===== config.mk =====
export PLATFORM = sky130hd
export DESIGN_NAME = lil_lamp_top
export DESIGN_NICKNAME = d
export VERILOG_FILES = /design/src/inc/lil_pkg.sv /design/src/inc/lil_eval_if.sv /design/src/logic/lil_trig_eval.sv /design/src/logic/lil_lamp_top.sv
export SDC_FILE = /design/constraint.sdc
export NUM_CORES = 2
export LEC_CHECK = 0
export ABC_AREA = 1
export BUFFER_PORTS_ARGS = -buffer_cell sky130_fd_sc_hd__buf_2
export CAP_MARGIN = 40
export CELL_PAD_IN_SITES_DETAIL_PLACEMENT = 2
export CELL_PAD_IN_SITES_GLOBAL_PLACEMENT = 2
export CORE_ASPECT_RATIO = 1.1
export CORE_UTILIZATION = 27
export CTS_CLUSTER_DIAMETER = 150
export DETAILED_ROUTE_END_ITERATION = 10
export GPL_TIMING_DRIVEN = 1
export PLACE_DENSITY = 0.84
export SLEW_MARGIN = 10
export SYNTH_ARGS = -nofsm -noshare
export SYNTH_HDL_FRONTEND = slang
export SYNTH_SLANG_ARGS = --single-unit

===== constraint.sdc =====
create_clock -name sys_clk -period 2.83 [get_ports sys_clk]
set_input_delay 0.283 -clock sys_clk [delete_from_list [all_inputs] [get_ports sys_clk]]
set_output_delay 0.283 -clock sys_clk [all_outputs]
set_load 0.05 [all_outputs]

===== src/inc/lil_pkg.sv =====
// Package with the constants and types of the latched indicator lamp logic.
package lil_pkg;
    localparam int COLS = 2;
    localparam int ROWS = 8;
    localparam int SLOTS = 5;
    localparam int NUM_SIG = 32;
    localparam int SEL_W = 6;
    localparam int CODE_W = 3;
    localparam int MODE_W = 2;
    localparam int CNT_W = 32;

    // Slot selector value that means no signal is assigned.
    localparam logic [SEL_W-1:0] SEL_NONE = 6'h00;
    localparam logic [SEL_W-1:0] SEL_MAX = 6'h20;

    // Lamp colour codes, shared by the lit and unlit settings.
    localparam logic [CODE_W-1:0] CODE_OFF = 3'h0;
    localparam logic [CODE_W-1:0] CODE_GREEN = 3'h1;
    localparam logic [CODE_W-1:0] CODE_RED = 3'h2;
    localparam logic [CODE_W-1:0] CODE_RED_FLASH = 3'h3;
    localparam logic [CODE_W-1:0] CODE_GREEN_FLASH = 3'h4;

    // Latch modes of a lamp.
    localparam logic [MODE_W-1:0] MODE_FOLLOW = 2'h0;
    localparam logic [MODE_W-1:0] MODE_HOLD = 2'h1;
    localparam logic [MODE_W-1:0] MODE_HOLD_ALARM = 2'h2;

    // Flash timing: half a flash period at the 10 MHz system clock.
    localparam int CLK_PERIOD_NS = 100;
    localparam int FLASH_HALF_MS = 500;
    localparam int FLASH_HALF_CYCLES = FLASH_HALF_MS * 1000000 / CLK_PERIOD_NS;

    typedef logic [SEL_W-1:0] lil_sel_t;
    typedef logic [CODE_W-1:0] lil_code_t;
    typedef logic [MODE_W-1:0] lil_mode_t;
    typedef logic [NUM_SIG-1:0] lil_sig_t;
endpackage


===== src/inc/lil_eval_if.sv =====
// Interface carrying one lamp's trigger settings to its evaluator and the result back.
`timescale 1ns/1ps
interface lil_eval_if;
    import lil_pkg::*;
    lil_sig_t sig;
    lil_sel_t [SLOTS-1:0] sel;
    logic [SLOTS-1:0] inv;
    logic active;
    logic assigned;
    modport drv (output sig, output sel, output inv, input active, input assigned);
    modport eval (input sig, input sel, input inv, output active, output assigned);
endinterface


===== src/logic/lil_trig_eval.sv =====
// Combines the five trigger slots of one lamp into its active and assigned flags.
`timescale 1ns/1ps
module lil_trig_eval
    import lil_pkg::*;
(
    lil_eval_if.eval bus
);
    logic [SLOTS-1:0] slot_val;
    logic [SLOTS-1:0] slot_used;
    logic [NUM_SIG:0] sig_ext;

    assign sig_ext = {bus.sig, 1'b0};

    genvar s;
    generate
        for (s = 0; s < SLOTS; s++) begin : g_slot
            // An empty slot is a plain zero and its inversion is ignored.
            assign slot_used[s] = (bus.sel[s] != SEL_NONE) && (bus.sel[s] <= SEL_MAX);
            assign slot_val[s] = slot_used[s]
                && (sig_ext[bus.sel[s]] ^ bus.inv[s]);
        end
    endgenerate

    assign bus.active = |slot_val;
    assign bus.assigned = |slot_used;
endmodule


===== src/logic/lil_lamp_top.sv =====
// Indicator lamp logic: trigger combining, latching, acknowledgement and colour drive.
`timescale 1ns/1ps
// Overview of operation
// - A lamp is active when any of its five effective triggers is true.
// - Each trigger slot has its own inversion applied before combining.
// - An unassigned slot always gives zero; its inversion is ignored.
// - In hold mode the lamp keeps its triggered state until a valid clear.
// - In follow mode the lamp tracks its combined triggers without storage.
// - The per-lamp clear source acts only in hold mode, with triggers dropped.
// - An active lamp shows its configured lit code.
// - A lamp neither active nor held shows its separately configured unlit code.
// - A held lamp clears after triggers drop, by the listed causes, or at once when it leaves hold mode or has no slot assigned.
// - Held lamp states survive a restart; the rst reset clears them.
// - Clearing all lamps by signal or remote link needs the remote permit.
// - A protection alarm clears all held lamps when alarm-clear mode is used.
// - The panel clear key clears held lamps once triggers have dropped.
// - Health lamp flashes green while booting, steady green once running.
// - The second column behaves exactly like the first.
// - The health lamp has a fixed function and no settings.
module lil_lamp_top
    import lil_pkg::*;
#(
    parameter int FLASH_CYCLES = FLASH_HALF_CYCLES
)
(
    input wire logic sys_clk,
    input wire logic rst,
    input wire logic restart,
    input wire logic boot_done,
    input wire lil_sig_t prot_sig,
    input wire logic prot_alarm,
    input wire logic clear_key_pin,
    input wire logic remote_clear_all,
    input wire logic remote_clear_permit,
    input wire lil_sel_t global_lamp_clear_source,
    input wire lil_sel_t [COLS-1:0][ROWS-1:0][SLOTS-1:0] slot_sel,
    input wire logic [COLS-1:0][ROWS-1:0][SLOTS-1:0] slot_inv,
    input wire lil_mode_t [COLS-1:0][ROWS-1:0] hold_mode,
    input wire lil_sel_t [COLS-1:0][ROWS-1:0] lamp_clear_sel,
    input wire lil_code_t [COLS-1:0][ROWS-1:0] lit_code_on,
    input wire lil_code_t [COLS-1:0][ROWS-1:0] lit_code_off,
    output logic [COLS-1:0][ROWS-1:0] lamp_green,
    output logic [COLS-1:0][ROWS-1:0] lamp_red,
    output logic [COLS-1:0][ROWS-1:0] lamp_held,
    output logic health_green
);
    typedef struct packed {
        logic key_meta;
        logic key_sync;
        logic key_prev;
        logic alarm_prev;
        logic [CNT_W-1:0] flash_cnt;
        logic flash_phase;
        logic [COLS-1:0][ROWS-1:0] held;
        logic [COLS-1:0][ROWS-1:0] green;
        logic [COLS-1:0][ROWS-1:0] red;
        logic health;
    } lil_state_t;

    localparam lil_state_t STATE_RST = '0;
    localparam logic [CNT_W-1:0] FLASH_LAST = CNT_W'(FLASH_CYCLES - 1);

    lil_state_t state;
    lil_state_t next_state;

    logic [COLS-1:0][ROWS-1:0] trig_active;
    logic [COLS-1:0][ROWS-1:0] trig_assigned;
    logic [NUM_SIG:0] sig_ext;

    assign sig_ext = {prot_sig, 1'b0};

    genvar c;
    genvar r;
    generate
        for (c = 0; c < COLS; c++) begin : g_col
            for (r = 0; r < ROWS; r++) begin : g_row
                lil_eval_if eval_bus ();
                assign eval_bus.sig = prot_sig;
                assign eval_bus.sel = slot_sel[c][r];
                assign eval_bus.inv = slot_inv[c][r];
                assign trig_active[c][r] = eval_bus.active;
                assign trig_assigned[c][r] = eval_bus.assigned;
                // Both columns use the same evaluator and latch logic.
                lil_trig_eval u_eval (
                    .bus (eval_bus.eval)
                );
            end
        end
    endgenerate

    // Picks a signal from the protection vector; values past the last signal read zero.
    function automatic logic pick_sig(input lil_sel_t sel, input logic [NUM_SIG:0] ext);
        logic bit_val;
        bit_val = 1'b0;
        if (sel <= SEL_MAX) begin
            bit_val = ext[sel];
        end
        return bit_val;
    endfunction

    // Turns a colour code and the flash phase into green and red drive bits.
    function automatic logic [1:0] code_drive(input lil_code_t code, input logic phase);
        logic [1:0] gr;
        gr = 2'h0;
        case (code)
            CODE_GREEN: begin
                gr = 2'h2;
            end
            CODE_RED: begin
                gr = 2'h1;
            end
            CODE_RED_FLASH: begin
                gr = {1'b0, phase};
            end
            CODE_GREEN_FLASH: begin
                gr = {phase, 1'b0};
            end
            default: begin
                gr = 2'h0;
            end
        endcase
        return gr;
    endfunction

    always_comb begin
        logic key_press;
        logic alarm_rise;
        logic alarm_mode_used;
        logic clear_all;
        logic clear_this;
        logic holding;
        logic shown;
        logic [1:0] drive;
        key_press = 1'b0;
        alarm_rise = 1'b0;
        alarm_mode_used = 1'b0;
        clear_all = 1'b0;
        clear_this = 1'b0;
        holding = 1'b0;
        shown = 1'b0;
        drive = 2'h0;
        next_state = state;

        // The panel key is a pin: two flip-flops before the edge detector.
        next_state.key_meta = clear_key_pin;
        next_state.key_sync = state.key_meta;
        next_state.key_prev = state.key_sync;
        key_press = state.key_sync && !state.key_prev;

        next_state.alarm_prev = prot_alarm;
        alarm_rise = prot_alarm && !state.alarm_prev;

        for (int ci = 0; ci < COLS; ci++) begin
            for (int ri = 0; ri < ROWS; ri++) begin
                if (hold_mode[ci][ri] == MODE_HOLD_ALARM) begin
                    alarm_mode_used = 1'b1;
                end
            end
        end

        // Group clears; key and alarm requests are one-cycle edges, and no request is remembered.
        clear_all = key_press;
        if (remote_clear_permit) begin
            clear_all = clear_all || remote_clear_all
                || pick_sig(global_lamp_clear_source, sig_ext);
        end
        if (alarm_mode_used && alarm_rise) begin
            clear_all = 1'b1;
        end

        // Flash timebase shared by all flashing codes and the health lamp.
        if (state.flash_cnt >= FLASH_LAST) begin
            next_state.flash_cnt = '0;
            next_state.flash_phase = !state.flash_phase;
        end else begin
            next_state.flash_cnt = state.flash_cnt + CNT_W'(1);
        end

        for (int ci = 0; ci < COLS; ci++) begin
            for (int ri = 0; ri < ROWS; ri++) begin
                holding = (hold_mode[ci][ri] == MODE_HOLD)
                    || (hold_mode[ci][ri] == MODE_HOLD_ALARM);
                clear_this = clear_all;
                if (holding && pick_sig(lamp_clear_sel[ci][ri], sig_ext)) begin
                    clear_this = 1'b1;
                end
                if (!holding || !trig_assigned[ci][ri]) begin
                    next_state.held[ci][ri] = 1'b0;
                end else if (trig_active[ci][ri]) begin
                    // A clear with triggers still active is simply dropped.
                    next_state.held[ci][ri] = 1'b1;
                end else if (clear_this) begin
                    next_state.held[ci][ri] = 1'b0;
                end
                shown = trig_active[ci][ri] || (holding && state.held[ci][ri]);
                if (shown) begin
                    drive = code_drive(lit_code_on[ci][ri], state.flash_phase);
                end else begin
                    drive = code_drive(lit_code_off[ci][ri], state.flash_phase);
                end
                next_state.green[ci][ri] = drive[1];
                next_state.red[ci][ri] = drive[0];
            end
        end

        // Fixed health indication with no settings of its own.
        if (boot_done) begin
            next_state.health = 1'b1;
        end else begin
            next_state.health = state.flash_phase;
        end

        // A restart reboots the timebase and indication but keeps held lamps.
        if (restart) begin
            next_state.flash_cnt = '0;
            next_state.flash_phase = 1'b0;
            next_state.green = '0;
            next_state.red = '0;
            next_state.health = 1'b0;
            next_state.held = state.held;
        end
    end

    always_ff @(posedge sys_clk or posedge rst) begin
        if (rst) begin
            state <= STATE_RST;
        end else begin
            state <= next_state;
        end
    end

    assign lamp_green = state.green;
    assign lamp_red = state.red;
    assign lamp_held = state.held;
    assign health_green = state.health;
endmodule


# --- Yosys cells after proc, flatten, opt, wreduce, memory -nomap -nowiden ---
# Index checks and enable logic that the tools add are counted.
word_totals:
  reg_bits: 86
  output_inout_bits: 49
classes:
  n_addsub: 1
  magnitude_cmp: 195
  eq_ne: 160
  n_mux: 346
  bitwise_logic: 81
  reduce_logical: 425
ops:
  columns: ["cell", "count"]
  rows:
  - ["less-than comparator 6 x 7 -> 1 bit, second input constant", 97]
  - ["binary-select mux 1 bit (select 6 bit)", 97]
  - ["less-or-equal comparator 6 bit, second input constant", 97]
  - ["nonzero test 6 bit", 80]
  - ["case mux 2 bit (4 select lines)", 32]
  - ["2-to-1 mux 1 bit", 199]
  - ["logical AND 1 bit", 195]
  - ["equality test 3 x 2 -> 1 bit, second input constant", 64]
  - ["OR reduction 5 bit", 32]
  - ["equality test 3 x 1 -> 1 bit, second input constant", 32]
  - ["equality test 3 bit, second input constant", 32]
  - ["2-to-1 mux 82 bit", 1]
  - ["bitwise XOR 1 bit", 80]
  - ["logical OR 1 bit", 50]
  - ["nonzero test 3 bit", 16]
  - ["zero test 1 bit", 35]
  - ["adder 32 x 1 -> 32 bit, second input constant", 1]
  - ["equality test 2 x 1 -> 1 bit, second input constant", 16]
  - ["equality test 2 bit, second input constant", 16]
  - ["greater-or-equal comparator 32 x 23 -> 1 bit, second input constant", 1]
  - ["2-to-1 mux 2 bit", 16]
  - ["2-to-1 mux 32 bit", 1]
  - ["AND reduction 2 bit", 16]
  - ["nonzero test 2 bit", 1]
  - ["inverter 1 bit", 1]

# --- Longest topological paths before layout ---
depth:
  word_depth: 24
  mapped_depth: 20

# --- By module ---
# A second synthesis with hierarchy kept.
unflattened:
  cells_unflattened: 8940
  area_unflattened_um2: 42537.0
modules_own_cells:
  columns: ["module", "n_inst", "cells_each", "area_per_inst_um2", "seq_area_each_um2"]
  rows:
  - ["lil_trig_eval", 16, 427, 1931.9, 0.0]
  - ["lil_lamp_top", 1, 2108, 11627.4, 2152.1]

# --- Worst setup path before layout ---
# Ideal clock, no wire load.
synth_timing:
  kind: "register -> register"
  startpoint: "reg state[50] (netlist bit)"
  endpoint: "reg state[70] (netlist bit)"
  t_arrival_ns: 1.818
  setup_slack_ns: 0.880
  stages_incl_launch_ff: 16
  path_cell_list: "dfrtp_1 > ha_1 > nand2_1 > nor2_2 > nand2_1 > inv_2 > nand2_2 > nor2_2 > nand3_1 > nor2_2 > nand3_1 > nor2_2 > nand4_1 > nor2_2 > xnor2_1 > nor2_1"
synth_lines:
  columns: ["element", "line_no", "text"]
  rows:
  - ["start, declared", "lil_lamp_top.sv:63", "lil_state_t state;"]
  - ["start signal, assigned", "lil_lamp_top.sv:228", "state <= next_state;"]

==> out/qor.yml <==
seq_area_frac_synth_pct: 5.18
period_share_pct: 97.1
post_cts_buffers: 0
drv_slew: 0
clock-sinks: 86
io_buffers: 878
fillCellCount: 20703
p_total_mw: 13.1
drt_pass1_iterations: 5
post_drt_via_cell_ratio: 5.96
core_sq_mm: 0.152
cts_root_buf: "clkbuf_16"
netlist_area_sq_mm: 0.0416
synth_seq_cells: 86
synth_top_area_share_pct: 30.7
post_synth_num_cell_types: 49
critPathLaunchType: "primary input"
dieArea_sq_mm: 0.156
worst_clock_skew_ps: 11.8
async_flop_share_pct: 100
setup_viol: 0
synth_area_leaders: "nand2_1, nand3_1, a21oi_1, o21ai_0, inv_1"
yosysTopAreaCell: "nand2_1"
period_minus_slack_ps: 2750
hold_viol: 6
synth-edff-count: 0
crit_type: "in2reg"
finalNetCount: 10305
dp_hpwl_microns: 264000
status: "finished with violations"
cts_buffer_depth: 2
grt-ovfl-total: 0
cts_resized: 0
cts_buffers: 9
wire_per_inst_microns: 29.7
grt_pass1_wl_microns: 487000
yosysWarnings: 0
postCtsHoldBufs: 0
grt_max_degree: 58
tritoncts: "done"
drc_errors: 0
initial_core_util_pct: 27.3
area_growth_pct: 20.4
whs_ps: -19.8
cp_max_fo: 16
maxSlewHeadroom_pct: 45.3
drt_iter0_drc: 6092
die_w_microns: 376
htreeDepth: 3
drv_cap: 0
globalplace.congestion: 0.995
hold_class: "in2async"
worstPathRequired_ps: 3100
utilization_pct: 32.9
synth_area_per_cell_sq_um: 4.69
grt_usage_pct: 42.3
fp.dieH_microns: 414
grt_antenna_before_repair: 106
first_global_vias: 71199
wl_microns: 344000
antenna_left: 0
violations: "hold timing"
max_freq_mhz: 364
ir_worst_vdd_mv: 0.248
netlist_instances: 8865
clock_latency_ps: 370
io_pins: 879
rsz0062_at_grt: "false"
vias: 69127
endpoint_kind: "flop"
num_rows: 150
cts.clk_slew.worst_paths_ps: 70
p_leak_nw: 26.4
synth_flop_cell: "dfrtp_1"
cellPowerDensity_mw_per_mm2: 261
tightest_slew_ps: 819
drive_above_1_share_pct: 14.9
arrival_ps: 3020
Yosys cell counts (all sizes together) (36+ instances only):
| cell type | n |
|---|---|
| nand2 | 3403 |
| nand3 | 1683 |
| inv | 710 |
| a21oi | 610 |
| o21ai | 575 |
| buf | 509 |
| nor2 | 488 |
| clkbuf | 232 |
| nand4 | 150 |
| dfrtp | 86 |
| xor2 | 81 |
| nand3b | 57 |
| nor3 | 45 |
| o211ai | 43 |
| clkinv | 40 |
| a31oi | 36 |
layout by cell type (no fill, tap or decap), types with 102 or more instances in the layout:
cell     netlist  routed
a21oi_1      610     610
buf_12         0     102
buf_2        371     847
buf_4        113     363
inv_1        672     664
nand2_1     3402    3402
nand3_1     1683    1683
nand4_1      150     150
nor2_1       462     461
o21ai_0      525     525
power breakdown:
part | switching, mW | total, mW | internal (mW) | leakage [nW]
clock network | 0.576 | 1.56 | 0.987 | 0.186
logic | 7.15 | 10.1 | 2.93 | 25.1
registers | 0.0985 | 1.43 | 1.33 | 1.12
total | 7.82 | 13.1 | 5.24 | 26.4
layer usage:
| metal | global-route usage, % | up-vias | share of wire [%] |
|---|---|---|---|
| met5 | 0 | - | 0.11 |
| met3 | 8.72 | 1223 | 8.4 |
| met1 | 47.7 | 34204 | 37 |
| met4 | 38.3 | 60 | 10 |
| li1 | - | 30107 | - |
| met2 | 67.2 | 3533 | 44 |
cell type report:
| type | instances | area, sq um | area share (%) |
|---|---|---|---|
| inverters | 750 | 2830 | 5.64 |
| flip-flops and latches | 86 | 2150 | 4.30 |
| diodes | 76 | 190 | 0.380 |
| clock buffers | 10 | 239 | 0.477 |
| repair buffers | 1315 | 9030 | 18.0 |
| clock inverters | 6 | 140 | 0.280 |
| multi-input cells | 7296 | 32900 | 65.8 |
| well taps | 2052 | 2570 | 5.13 |
registers in the layout, indices dropped and copies added, names as in the netlist:
name and count:
state 35, lamp_green 16, lamp_held 16, lamp_red 16, next_state 2, health_green 1
cell families after synthesis:
| kind of cell | count (synthesis) | share of synthesized area [%] |
|---|---|---|
| adders and majority gates | 17 | 0.511 |
| buffers and inverters | 1491 | 15.7 |
| xor gates and xnor gates | 86 | 1.81 |
| DFF | 86 | 5.18 |
| other | 1 | 0.00902 |
| AOI/OAI and AO/OA | 1344 | 17.2 |
| and+or+nand+nor | 5840 | 59.6 |
critical path, cell delays in order:
cell and delay (ps):
buf_4 330, buf_4 350, nand2_1 90, o21ai_0 80, nand3_1 80, nand3_1 90, nand2_1 80, nand2_1 60
nand3_1 90, nand2_1 80, nand2_1 50, nand3_1 280, nand2_1 230, nor2_2 210, buf_12 130, nand3_1 110
nand2_1 100, inv_1 50, nor2_1 170
stage by stage:
stage | setup WS [ps] | instance area, sq um | cells | setup TNS, ps
final | 81.4 | 50100 | 11591 | 0
after global routing | 16.9 | 50000 | 11571 | 0
after CTS | 106 | 49900 | 11512 | 0
after detailed placement | -271 | 49500 | 11496 | -1150
after global placement | -247 | 49500 | 11494 | -574
after floorplan | 325 | 41600 | 8873 | 0
path summary, 6_finish.rpt:
| kind | from | end | depth (start not counted) | slack, ps |
|---|---|---|---|---|
| max in group asynchronous | rst | state[82]$_DFF_PP0_ | 3 | 2120 |
| worst max-delay path | prot_sig[26] | lamp_green[0]$_DFF_PP0_ | 19 | 80 |
| min in group sys_clk | clear_key_pin | next_state[84]$_DFF_PP0_ | 1 | 40 |
| worst min register to register | next_state[84]$_DFF_PP0_ | next_state[83]$_DFF_PP0_ | 0 | 360 |
| worst max register to register | state[50]$_DFF_PP0_ | state[70]$_DFF_PP0_ | 15 | 290 |
| worst min-delay path | rst | lamp_green[8]$_DFF_PP0_ | 2 | -20 |
Power figures use the tool's default switching activity.
